### config.mk
export PLATFORM = sky130hd
export DESIGN_NAME = dae_core
export DESIGN_NICKNAME = d
export VERILOG_FILES = /design/src/core/dae_pkg.sv /design/src/core/dae_core.sv
export SDC_FILE = /design/constraint.sdc
export NUM_CORES = 1
export LEC_CHECK = 0
export BUFFER_PORTS_ARGS = -buffer_cell sky130_fd_sc_hd__buf_2
export CORE_AREA = 2 2 169 171
export DETAILED_ROUTE_END_ITERATION = 8
export DIE_AREA = 0 0 171 173
export PLACE_DENSITY = 0.49
export SLEW_MARGIN = 15
export SYNTH_ARGS = -nofsm -noshare
export SYNTH_HDL_FRONTEND = slang
export SYNTH_SLANG_ARGS = --single-unit
### constraint.sdc
create_clock -name CLK -period 2.1 [get_ports CLK]
set_clock_uncertainty 0.15 [all_clocks]
set_input_delay 0.105 -clock CLK [delete_from_list [all_inputs] [get_ports CLK]]
set_output_delay 0.105 -clock CLK [all_outputs]
set_load 0.02 [all_outputs]
### src/core/dae_pkg.sv
// Purpose: Shared constants for the disk adapter error detection block
// Assumes: 40 MHz clock, 32-bit register port with 8-bit byte address
// Notes: Register offsets are byte addresses, one word each
package dae_pkg;
  // Register offsets
  localparam logic [7:0] OFS_BASIC = 8'h00; // Basic status, clear on read
  localparam logic [7:0] OFS_CBP = 8'h04; // Command block processor status, clear on read
  localparam logic [7:0] OFS_SEEK = 8'h08; // Seek status, clear on read
  localparam logic [7:0] OFS_ISTAT = 8'h0c; // Interrupt status, write one to clear
  localparam logic [7:0] OFS_IMASK = 8'h10; // Interrupt mask
  localparam logic [7:0] OFS_CTRL = 8'h14; // Control and multisector setup
  localparam logic [7:0] OFS_RESID = 8'h18; // Residual count and multisector state
  localparam logic [7:0] OFS_REV = 8'h1c; // Last measured revolution in cycles
  // Basic status bit positions
  localparam int BS_SNF = 0; // Sector not found
  localparam int BS_FILE = 1; // File error
  localparam int BS_CRC = 2; // CRC error
  localparam int BS_ID = 3; // ID error
  localparam int BS_DATA = 4; // Data field error
  localparam int BS_MS = 5; // Multisector error
  localparam int BS_CMD = 6; // Command error
  localparam int BS_PAR = 7; // Control bus parity error
  localparam int BS_PCI = 8; // Program-controlled interrupt seen
  localparam int BS_SPEED = 9; // Rotational speed ok (live)
  localparam int BS_TIME = 10; // Multisector read out of time window
  localparam int BS_W = 11;
  // Processor and seek status bit positions
  localparam int CB_FILE = 0;
  localparam int CB_PAR = 1;
  localparam int CB_PCI = 2;
  localparam int CB_W = 3;
  localparam int SK_CMD = 0;
  localparam int SK_CYL = 1;
  localparam int SK_W = 2;
  // Interrupt status bit positions
  localparam int IS_ERR = 0;
  localparam int IS_PCI = 1;
  localparam int IS_SPEED = 2;
  localparam int IS_MSDONE = 3;
  localparam int IS_W = 4;
  // Control register fields
  localparam int CT_RESET = 0; // Reset command, self clearing
  localparam int CT_START = 1; // Start multisector operation
  localparam int CT_SKIP_LO = 2; // Skip code, factor is 1 << code
  localparam int CT_CNT_LO = 4; // Sector count, 1 to 64
  localparam int CT_SECT_LO = 11; // First sector of operation
  // Reset values
  localparam logic [IS_W-1:0] IMASK_RST = 4'h0;
  // Decoded limits
  localparam logic [6:0] SNF_LO = 7'h42; // First sector address not on a track
  localparam logic [6:0] SNF_HI = 7'h7f;
  localparam logic [8:0] MAX_CYL = 9'h167; // Highest valid cylinder, 359
  localparam logic [6:0] MS_MAX_CNT = 7'h40; // 64 sectors per operation
  localparam logic [6:0] MS_TIMED_CNT = 7'h20; // 32-sector reads are timed
  // Times and cycle counts
  localparam int CLK_KHZ = 40000;
  localparam int REV_US = 19200; // One revolution
  localparam int REV_CYC = REV_US * CLK_KHZ / 1000;
  localparam int REV_MIN_CYC = (REV_CYC * 9 + 9) / 10; // Minus 10 percent, rounded up
  localparam int REV_MAX_CYC = REV_CYC * 11 / 10; // Plus 10 percent, rounded down
  localparam int MS_MIN_US = 40000;
  localparam int MS_MAX_US = 60000;
  localparam int MS_MIN_CYC = MS_MIN_US * (CLK_KHZ / 1000);
  localparam int MS_MAX_CYC = MS_MAX_US * (CLK_KHZ / 1000);
  // Multisector sequencer states
  typedef enum logic [0:0] {MS_IDLE = 1'b0, MS_RUN = 1'b1} dae_ms_t;
endpackage

### src/core/dae_core.sv
// Purpose: Error detection and status reporting of a disk storage adapter
// Assumes: Event strobes come from adapter logic on CLK; only INDEX_PIN is asynchronous
// Notes: Status reads clear the read register; interrupt status is write one to clear
//
// Implementation choices: the register addresses and the address-and-strobe port.
`timescale 1ns/1ps
//
// Summary of operation
// [RULE_01] Sector address 42..7F sets sector not found
// [RULE_02] Seek above top cylinder flags file error
// [RULE_03] Host treats cylinders 0..359 as valid
// [RULE_04] Even parity control byte flags file error
// [RULE_05] Odd readback under even check flags parity
// [RULE_06] Diagnostic write during busy chain: command error
// [RULE_07] PCI returns to host, chain keeps running
// [RULE_08] Bad ID CRC flags CRC and ID
// [RULE_09] Bad data CRC flags CRC and data
// [RULE_10] Protected sector write refused, data error
// [RULE_11] Mismatched recorded ID flags ID error
// [RULE_12] Nonzero residual at end flags multisector error
// [RULE_13] Multisector ID write touches requested IDs only
// [RULE_14] Skip factors 1,2,4,8; up to 64 sectors
// [RULE_15] 32-sector read finishes in 40..60 ms
// [RULE_16] Revolution 19.2 ms within 10 percent
// [RULE_17] Host decodes head configuration option byte
// [RULE_18] Errors stay latched until read or reset
module dae_core import dae_pkg::*; #(
  parameter int REV_MIN = REV_MIN_CYC,
  parameter int REV_MAX = REV_MAX_CYC,
  parameter int MS_MIN = MS_MIN_CYC,
  parameter int MS_MAX = MS_MAX_CYC
) (
  // Clock and reset
  input wire logic CLK,
  input wire logic RST_N,
  // Register port
  input wire logic [7:0] ADDR,
  input wire logic [31:0] WDATA,
  input wire logic WR,
  input wire logic RD,
  output logic [31:0] RDATA,
  output logic IRQ,
  // Sector access and seek
  input wire logic SECT_ACC,
  input wire logic [6:0] SECT_ADDR,
  input wire logic SEEK_REQ,
  input wire logic [8:0] SEEK_CYL,
  // Control bus
  input wire logic CTL_SEND,
  input wire logic [7:0] CTL_BYTE,
  input wire logic CTL_PAR,
  input wire logic CTL_RB,
  input wire logic [7:0] RB_BYTE,
  input wire logic RB_PAR,
  // Command block chain
  input wire logic DIAG_WR,
  input wire logic CHAIN_BUSY,
  input wire logic PCI_ELEM,
  output logic PCI_RETURN,
  // Field checks
  input wire logic ID_CRC_BAD,
  input wire logic DATA_CRC_BAD,
  input wire logic ID_MISMATCH,
  input wire logic WR_REQ,
  input wire logic SECT_PROT,
  output logic WR_GATE,
  // Multisector
  input wire logic MS_SECT_DONE,
  input wire logic MS_END,
  input wire logic ID_WR_REQ,
  input wire logic [6:0] ID_WR_SECT,
  output logic ID_WR_GATE,
  output logic MS_BUSY,
  // Drive index pulse, asynchronous
  input wire logic INDEX_PIN,
  output logic SPEED_OK
);

  ////////////////////////////////////////////////////////////////////////////
  // Declarations
  logic [BS_W-1:0] bs_r; // Basic status
  logic [CB_W-1:0] cb_r; // Processor status
  logic [SK_W-1:0] sk_r; // Seek status
  logic [IS_W-1:0] is_r; // Interrupt status
  logic [IS_W-1:0] im_r; // Interrupt mask
  logic [BS_W-1:0] bs_set; // Events this cycle
  logic [CB_W-1:0] cb_set;
  logic [SK_W-1:0] sk_set;
  logic [IS_W-1:0] is_set;
  logic wr_ctrl, rst_cmd, ms_start, cnt_ok;
  logic [6:0] cfg_cnt, cfg_sect;
  logic [1:0] cfg_skip;
  dae_ms_t ms_r; // Multisector sequencer
  logic [6:0] resid_r; // Residual count
  logic [6:0] next_r; // Next sector allowed for an ID write
  logic [6:0] skip_r; // Active skip factor
  logic [6:0] len_r; // Count loaded at start
  logic [23:0] ms_tmr_r; // Operation timer
  logic [2:0] idx_s_r; // Index synchroniser
  logic idx_f_r; // Filtered index level
  logic [23:0] rev_r; // Revolution counter
  logic [23:0] rev_last_r; // Last revolution length
  logic rev_seen_r; // One edge seen, period valid next time
  logic ms_end_err, ms_time_err, rev_edge, rev_bad;

  ////////////////////////////////////////////////////////////////////////////
  // Control write decode
  assign wr_ctrl = WR && (ADDR == OFS_CTRL);
  assign rst_cmd = wr_ctrl && WDATA[CT_RESET];
  assign cfg_skip = WDATA[CT_SKIP_LO +: 2];
  assign cfg_cnt = WDATA[CT_CNT_LO +: 7];
  assign cfg_sect = WDATA[CT_SECT_LO +: 7];
  // Count of zero or above 64 is refused
  assign cnt_ok = (cfg_cnt != 7'h00) && (cfg_cnt <= MS_MAX_CNT); // see [RULE_14]
  assign ms_start = wr_ctrl && WDATA[CT_START] && !rst_cmd;

  // Multisector end checks
  assign ms_end_err = (ms_r == MS_RUN) && MS_END && (resid_r != 7'h00); // see [RULE_12]
  assign ms_time_err = (ms_r == MS_RUN) && MS_END && (len_r == MS_TIMED_CNT) &&
                       ((ms_tmr_r < 24'(MS_MIN)) || (ms_tmr_r > 24'(MS_MAX))); // see [RULE_15]

  ////////////////////////////////////////////////////////////////////////////
  // Event collection
  always_comb begin
    bs_set = '0;
    cb_set = '0;
    sk_set = '0;
    // Out-of-range sector address
    bs_set[BS_SNF] = SECT_ACC && (SECT_ADDR >= SNF_LO) && (SECT_ADDR <= SNF_HI); // see [RULE_01]
    // Seek past the last cylinder
    if (SEEK_REQ && (SEEK_CYL > MAX_CYL)) begin // see [RULE_02]
      bs_set[BS_FILE] = 1'b1;
      cb_set[CB_FILE] = 1'b1;
      sk_set[SK_CYL] = 1'b1;
    end
    // Control byte sent with even parity
    if (CTL_SEND && !(^{CTL_BYTE, CTL_PAR})) begin // see [RULE_04]
      bs_set[BS_FILE] = 1'b1;
      cb_set[CB_FILE] = 1'b1;
    end
    // Readback checked for even parity
    if (CTL_RB && (^{RB_BYTE, RB_PAR})) begin // see [RULE_05]
      bs_set[BS_PAR] = 1'b1;
      cb_set[CB_PAR] = 1'b1;
    end
    // Diagnostic write collides with a running chain, or a multisector start is refused
    if ((DIAG_WR && CHAIN_BUSY) || (ms_start && (!cnt_ok || ms_r == MS_RUN))) begin // see [RULE_06]
      bs_set[BS_CMD] = 1'b1;
      sk_set[SK_CMD] = 1'b1;
    end
    // Program-controlled interrupt
    if (PCI_ELEM) begin // see [RULE_07]
      bs_set[BS_PCI] = 1'b1;
      cb_set[CB_PCI] = 1'b1;
    end
    // Field checks
    if (ID_CRC_BAD) begin // see [RULE_08]
      bs_set[BS_CRC] = 1'b1;
      bs_set[BS_ID] = 1'b1;
    end
    if (DATA_CRC_BAD) begin // see [RULE_09]
      bs_set[BS_CRC] = 1'b1;
      bs_set[BS_DATA] = 1'b1;
    end
    if (WR_REQ && SECT_PROT) begin // see [RULE_10]
      bs_set[BS_DATA] = 1'b1;
    end
    if (ID_MISMATCH) begin // see [RULE_11]
      bs_set[BS_ID] = 1'b1;
    end
    bs_set[BS_MS] = ms_end_err; // see [RULE_12]
    bs_set[BS_TIME] = ms_time_err;
  end

  // Interrupt sources
  always_comb begin
    is_set = '0;
    is_set[IS_ERR] = |(bs_set & ~(BS_W'(1) << BS_PCI));
    is_set[IS_PCI] = PCI_ELEM;
    is_set[IS_SPEED] = rev_edge && rev_bad;
    is_set[IS_MSDONE] = (ms_r == MS_RUN) && MS_END;
  end

  ////////////////////////////////////////////////////////////////////////////
  // Sticky status, cleared by its own read or by reset command; set wins
  always_ff @(posedge CLK or negedge RST_N) begin
    if (!RST_N) begin
      bs_r <= '0;
      cb_r <= '0;
      sk_r <= '0;
    end else begin
      // Live speed bit is never latched
      bs_r <= (((RD && ADDR == OFS_BASIC) || rst_cmd) ? '0 : bs_r) | bs_set; // see [RULE_18]
      cb_r <= (((RD && ADDR == OFS_CBP) || rst_cmd) ? '0 : cb_r) | cb_set; // see [RULE_18]
      sk_r <= (((RD && ADDR == OFS_SEEK) || rst_cmd) ? '0 : sk_r) | sk_set; // see [RULE_18]
    end
  end

  // Interrupt status and mask
  always_ff @(posedge CLK or negedge RST_N) begin
    if (!RST_N) begin
      is_r <= '0;
      im_r <= IMASK_RST;
    end else begin
      // Write one clears, a new event in the same cycle survives
      is_r <= (is_r & ~((WR && ADDR == OFS_ISTAT) ? WDATA[IS_W-1:0] : '0)) | is_set;
      if (WR && ADDR == OFS_IMASK) begin
        im_r <= WDATA[IS_W-1:0];
      end
    end
  end

  // Level interrupt, one cycle behind status
  always_ff @(posedge CLK or negedge RST_N) begin
    if (!RST_N) begin
      IRQ <= 1'b0;
    end else begin
      IRQ <= |(is_r & im_r);
    end
  end

  ////////////////////////////////////////////////////////////////////////////
  // Read data, one cycle after the strobe, zero otherwise
  always_ff @(posedge CLK or negedge RST_N) begin
    if (!RST_N) begin
      RDATA <= '0;
    end else if (RD) begin
      unique case (ADDR)
        OFS_BASIC: RDATA <= 32'({bs_r[BS_W-1:BS_SPEED+1], SPEED_OK, bs_r[BS_SPEED-1:0]});
        OFS_CBP: RDATA <= 32'(cb_r);
        OFS_SEEK: RDATA <= 32'(sk_r);
        OFS_ISTAT: RDATA <= 32'(is_r);
        OFS_IMASK: RDATA <= 32'(im_r);
        OFS_CTRL: RDATA <= 32'(cfg_sect_hold(next_r));
        OFS_RESID: RDATA <= 32'({ms_r, len_r, resid_r});
        OFS_REV: RDATA <= 32'(rev_last_r);
        // Unmapped offsets read as zero
        default: RDATA <= '0;
      endcase
    end else begin
      RDATA <= '0;
    end
  end

  // Next-sector pointer shown in the sector field of control
  function automatic logic [17:0] cfg_sect_hold(input logic [6:0] s);
    cfg_sect_hold = 18'({s, 7'h00} << 4);
  endfunction

  ////////////////////////////////////////////////////////////////////////////
  // Multisector sequencer
  always_ff @(posedge CLK or negedge RST_N) begin
    if (!RST_N) begin
      ms_r <= MS_IDLE;
      resid_r <= '0;
      next_r <= '0;
      skip_r <= 7'h01;
      len_r <= '0;
    end else if (rst_cmd) begin
      // Reset command abandons the operation
      ms_r <= MS_IDLE;
      resid_r <= '0;
    end else begin
      unique case (ms_r)
        MS_IDLE: begin
          if (ms_start && cnt_ok) begin // see [RULE_14]
            ms_r <= MS_RUN;
            resid_r <= cfg_cnt;
            len_r <= cfg_cnt;
            next_r <= cfg_sect;
            skip_r <= 7'(7'h01 << cfg_skip);
          end
        end
        MS_RUN: begin
          if (MS_END) begin
            ms_r <= MS_IDLE; // Residual stays readable
          end else begin
            if (MS_SECT_DONE && resid_r != 7'h00) begin
              resid_r <= resid_r - 7'h01;
            end
            if (id_ok(ID_WR_REQ, ID_WR_SECT)) begin // see [RULE_13]
              next_r <= 7'(next_r + skip_r);
            end
          end
        end
      endcase
    end
  end

  // An ID write is let through only for the next scheduled sector
  function automatic logic id_ok(input logic req, input logic [6:0] sect);
    id_ok = req && (ms_r == MS_RUN) && (resid_r != 7'h00) && (sect == next_r) && !MS_END;
  endfunction

  // Operation timer, saturating so a stuck operation still reads as late
  always_ff @(posedge CLK or negedge RST_N) begin
    if (!RST_N) begin
      ms_tmr_r <= '0;
    end else if (ms_r == MS_IDLE) begin
      ms_tmr_r <= 24'h000001;
    end else if (ms_tmr_r != 24'hffffff) begin
      ms_tmr_r <= ms_tmr_r + 24'h000001; // see [RULE_15]
    end
  end

  ////////////////////////////////////////////////////////////////////////////
  // Gated strobes to the drive side, registered
  always_ff @(posedge CLK or negedge RST_N) begin
    if (!RST_N) begin
      WR_GATE <= 1'b0;
      ID_WR_GATE <= 1'b0;
      PCI_RETURN <= 1'b0;
      MS_BUSY <= 1'b0;
    end else begin
      WR_GATE <= WR_REQ && !SECT_PROT; // see [RULE_10]
      ID_WR_GATE <= id_ok(ID_WR_REQ, ID_WR_SECT); // see [RULE_13]
      // Chain is not held; only the host is told at once
      PCI_RETURN <= PCI_ELEM; // see [RULE_07]
      MS_BUSY <= (ms_r == MS_RUN);
    end
  end

  ////////////////////////////////////////////////////////////////////////////
  // Index pin synchroniser and filter; stage 0 feeds stage 1 only
  always_ff @(posedge CLK or negedge RST_N) begin
    if (!RST_N) begin
      idx_s_r <= '0;
      idx_f_r <= 1'b0;
    end else begin
      idx_s_r <= {idx_s_r[1:0], INDEX_PIN};
      if (idx_s_r[1] == idx_s_r[2]) begin
        idx_f_r <= idx_s_r[2];
      end
    end
  end

  assign rev_edge = (idx_s_r[1] == idx_s_r[2]) && idx_s_r[2] && !idx_f_r;
  assign rev_bad = rev_seen_r && ((rev_r < 24'(REV_MIN)) || (rev_r > 24'(REV_MAX)));

  // Revolution timing between index edges
  always_ff @(posedge CLK or negedge RST_N) begin
    if (!RST_N) begin
      rev_r <= '0;
      rev_last_r <= '0;
      rev_seen_r <= 1'b0;
      SPEED_OK <= 1'b0;
    end else if (rev_edge) begin
      rev_r <= 24'h000001;
      rev_last_r <= rev_r;
      rev_seen_r <= 1'b1;
      SPEED_OK <= rev_seen_r && !rev_bad; // see [RULE_16]
    end else begin
      // A lost index also drops the speed indication
      if (rev_r != 24'hffffff) begin
        rev_r <= rev_r + 24'h000001;
      end
      if (rev_r > 24'(REV_MAX)) begin
        SPEED_OK <= 1'b0; // see [RULE_16]
      end
    end
  end
endmodule

==> flow_summary.json <==
{
  "status": "finished, violations left",
  "violations": "negative setup slack",
  "rsz0062_at_grt": "yes",
  "clk_path_buf_depth": 2,
  "numCtsBuffers": 17,
  "antenna_found_initial": 0,
  "fin_cells": 1476,
  "synth_top_area_share_pct": 47.16,
  "min_period_over_period_pct": 101.8,
  "cp_data_arrival_time_ps": 2300,
  "wl_per_cell_um": 16.33,
  "peakVddDrop_v": 0.0005201,
  "clk-insertion-delay-late_ps": 430,
  "grt_pass1_wl_um": 38900,
  "core-area_um2": 27630,
  "row_count": 61,
  "root_buffer": "clkbuf_16",
  "setup_ws_ps": -37.96,
  "die_w_um": 171,
  "grt_pass1_vias": 7222,
  "synthDistinctLibCells": 76,
  "ys.flop_type": "dfrtp_1",
  "dieArea_um2": 29580,
  "vias": 7282,
  "synth.area.top_cells": "dfrtp_1 47%, nand2_1 6.9%, xnor2_1 3.9%, a21oi_1 2.6%, nor2_1 2.4%",
  "ys_seq_elements": 156,
  "area_delta_synth_final_pct": 33.30,
  "htreeDepth": 4,
  "initialDrtViolationCount": 404,
  "avgSynthCellArea_um2": 9.576,
  "power_frac_seq_pct": 45.9,
  "critPathKind": "reg -> reg",
  "place_hpwl_um": 17400,
  "period_minus_slack_ps": 2138,
  "drt_first_pass_iters": 5,
  "max-slew-margin-rel_pct": 52.85,
  "ys_seq_area_share_pct": 47.47,
  "fillerInstances": 2840,
  "finalSetupViolCount": 6,
  "powerDensity_nw_per_um2": 635.9,
  "yosysTopAreaCell": "dfrtp_1",
  "nNetsFinal": 1198,
  "clock_sinks": 156,
  "sw_frac_of_total_pct": 27.10,
  "wl_um": 24100,
  "clkPwrFrac_pct": 42.3,
  "min_path_type": "in -> reg",
  "worst_slew_pin_slew_ps": 704.0,
  "synth_warnings": 0,
  "async_reset_ff_share_pct": 100.0,
  "drc": 0,
  "start_util_pct": 29.77,
  "worstPathRequired_ps": 2260,
  "grt_max_degree": 50,
  "combinationalPowerShare_pct": 11.8,
  "r2r_end": "next_r[0]",
  "diodes": 0,
  "regArea_um2": 3908,
  "crit_path_max_fanout": 5,
  "synthCells": 859,
  "grt_use_total_pct": 16.68,
  "synth_edf_count": 0,
  "hp-start": "CTL_RB",
  "leakagePower_nw": 4.933,
  "drv_cap": 0,
  "multi_input_area_um2": 4173,
  "fin_setup_tns_ps": -172.0,
  "cp-start-kind": "flop",
  "p_int_mw": 5.082,
  "clk_pin_slew_ps": 70,
  "die_y_um": 173,
  "critPathLaunch": "resid_r[0]",
  "grt_overflow_total": 0,
  "hold_viol": 0,
  "fmax_mhz": 467.7,
  "critPathCaptureType": "flop",
  "synthesis.area_um2": 8225,
  "hold_end": "cb_r[1]",
  "ios": 139,
  "min_path_cells": 3,
  "antenna_left": 0,
  "ff2ff_setup_slack_ps": -40,
  "slew_violations": 0,
  "p_sw_mw": 1.890,
  "drive_above_1_share_pct": 28.42,
  "tritoncts": "yes",
  "rr_worst_depth": 8,
  "dpl.cell_count": 1392,
  "gp_congestion": 0.8617,
  "r2r-start": "resid_r[0]",
  "viasPerCell": 4.934,
  "io_buffers": 112
}
==> layout make-up <==
class / count / share of cell area, %
multi-input cells: 637 / 38.06
clock inverters: 12 / 0.9586
well taps: 378 / 4.314
inverters: 19 / 0.6505
repair buffers: 254 / 16.31
clock buffers: 20 / 4.074
flip-flops and latches: 156 / 35.64
==> cells by family (layout without fill, tap and decap cells) <==
group | count (synthesis) | after routing | synth area share, %
xor gates and xnor gates | 44 | 44 | 5.187
muxes | 24 | 24 | 3.301
AOI/OAI and AO/OA | 186 | 186 | 15.56
other | 1 | 8 | 0.04559
buffers and inverters | 73 | 305 | 4.046
adders and majority gates | 12 | 12 | 1.917
and+or+nand+nor | 363 | 363 | 22.47
DFF | 156 | 156 | 47.47
==> per-layer routing <==
metal	wire length, um	track usage (%)
met4	185	3.919
met5	0	0
met2	12080	27.59
met1	10980	22.44
met3	858	3.250
==> worst max path at each step <==
stage / endpoint / slack [ps]
after global routing: resid_r[5] / -130
after CTS: next_r[2] / -30
after detailed placement: next_r[4] / -130
after global placement: next_r[6] / -90
after floorplan: resid_r[0] / -130
final: next_r[0] / -40
==> what timing repair did <==
item / CTS / global route
setup buffers: 2 / 11
gates resized for setup: 6 / 37
pin swaps: 6 / 15
endpoints found under the hold margin: 207 / 0
hold buffers: 39 / 0
setup endpoints to repair: 11 / 32
==> registers in the layout (all words and copies together), names as in the netlist, 4 cells and up <==
name	flops
rev_last_r	24
resid_r	7
len_r	7
rev_r	24
is_r	4
ms_tmr_r	24
skip_r	4
im_r	4
RDATA	24
bs_r	10
next_r	7
==> through the flow <==
step                      worst slack (ps)  area [um2]  utilization (%)  hold WS [ps]  total power [mW]
after global routing                -134.4       10960            39.68         25.37             7.327
after CTS                           -33.66       10740            38.87         5.700             7.048
after detailed placement            -126.6        9764            35.34        -78.86             4.002
after global placement              -85.17        9764            35.34        -76.81             3.996
after floorplan                     -125.1        8258                -        -340.6             3.635
final                               -37.96       10960            39.68         14.66             6.972
==> power groups by stage <==
stage                     clock network [mW]  logic (mW)  registers (mW)
after CTS                               3.04       0.806            3.20
after global placement                     0       0.740            3.26
after floorplan                            0       0.393            3.24
after global routing                    3.19       0.922            3.22
final                                   2.95       0.821            3.20
after detailed placement                   0       0.744            3.26
==> worst max-delay path: stages (launching register included) <==
cell     delay (ps)
dfrtp_1         400
inv_2            90
ha_4            120
or3b_4          400
o21ai_2         130
buf_6           120
nor3_4           50
o21ai_4         240
mux2_4          320
==> layout by cell type, fill, tap and decap left out, types with 7 or more instances in the layout <==
| master | netlist | routed |
|---|---|---|
| a211oi_1 | 8 | 7 |
| a21o_1 | 12 | 12 |
| a21oi_1 | 43 | 39 |
| a22oi_1 | 18 | 18 |
| a31oi_1 | 12 | 12 |
| and2_1 | 9 | 8 |
| and3_1 | 20 | 19 |
| buf_2 | 15 | 111 |
| buf_4 | 8 | 97 |
| clkbuf_16 | 0 | 17 |
| conb_1 | 1 | 8 |
| dfrtp_1 | 155 | 153 |
| dlygate4sd3_1 | 0 | 39 |
| ha_1 | 11 | 8 |
| inv_1 | 19 | 16 |
| mux2_2 | 15 | 11 |
| mux2i_1 | 8 | 8 |
| nand2_1 | 151 | 151 |
| nand3_1 | 24 | 24 |
| nand4_1 | 16 | 16 |
| nor2_1 | 53 | 52 |
| nor3_1 | 15 | 15 |
| nor4_1 | 11 | 10 |
| o211ai_1 | 9 | 9 |
| o21ai_0 | 31 | 28 |
| o31ai_1 | 8 | 8 |
| or3_1 | 13 | 12 |
| xnor2_1 | 37 | 37 |
==> cells in the mapped netlist (all sizes together) (13+ instances only) <==
master / count
dfrtp: 155
nand2: 151
nor2: 53
a21oi: 43
xnor2: 37
o21ai: 32
clkbuf: 29
buf: 25
nand3: 24
and3: 20
inv: 19
a22oi: 18
nor3: 18
nand4: 17
mux2: 15
or3: 14
nor4: 13
Power figures use the tool's default switching activity.
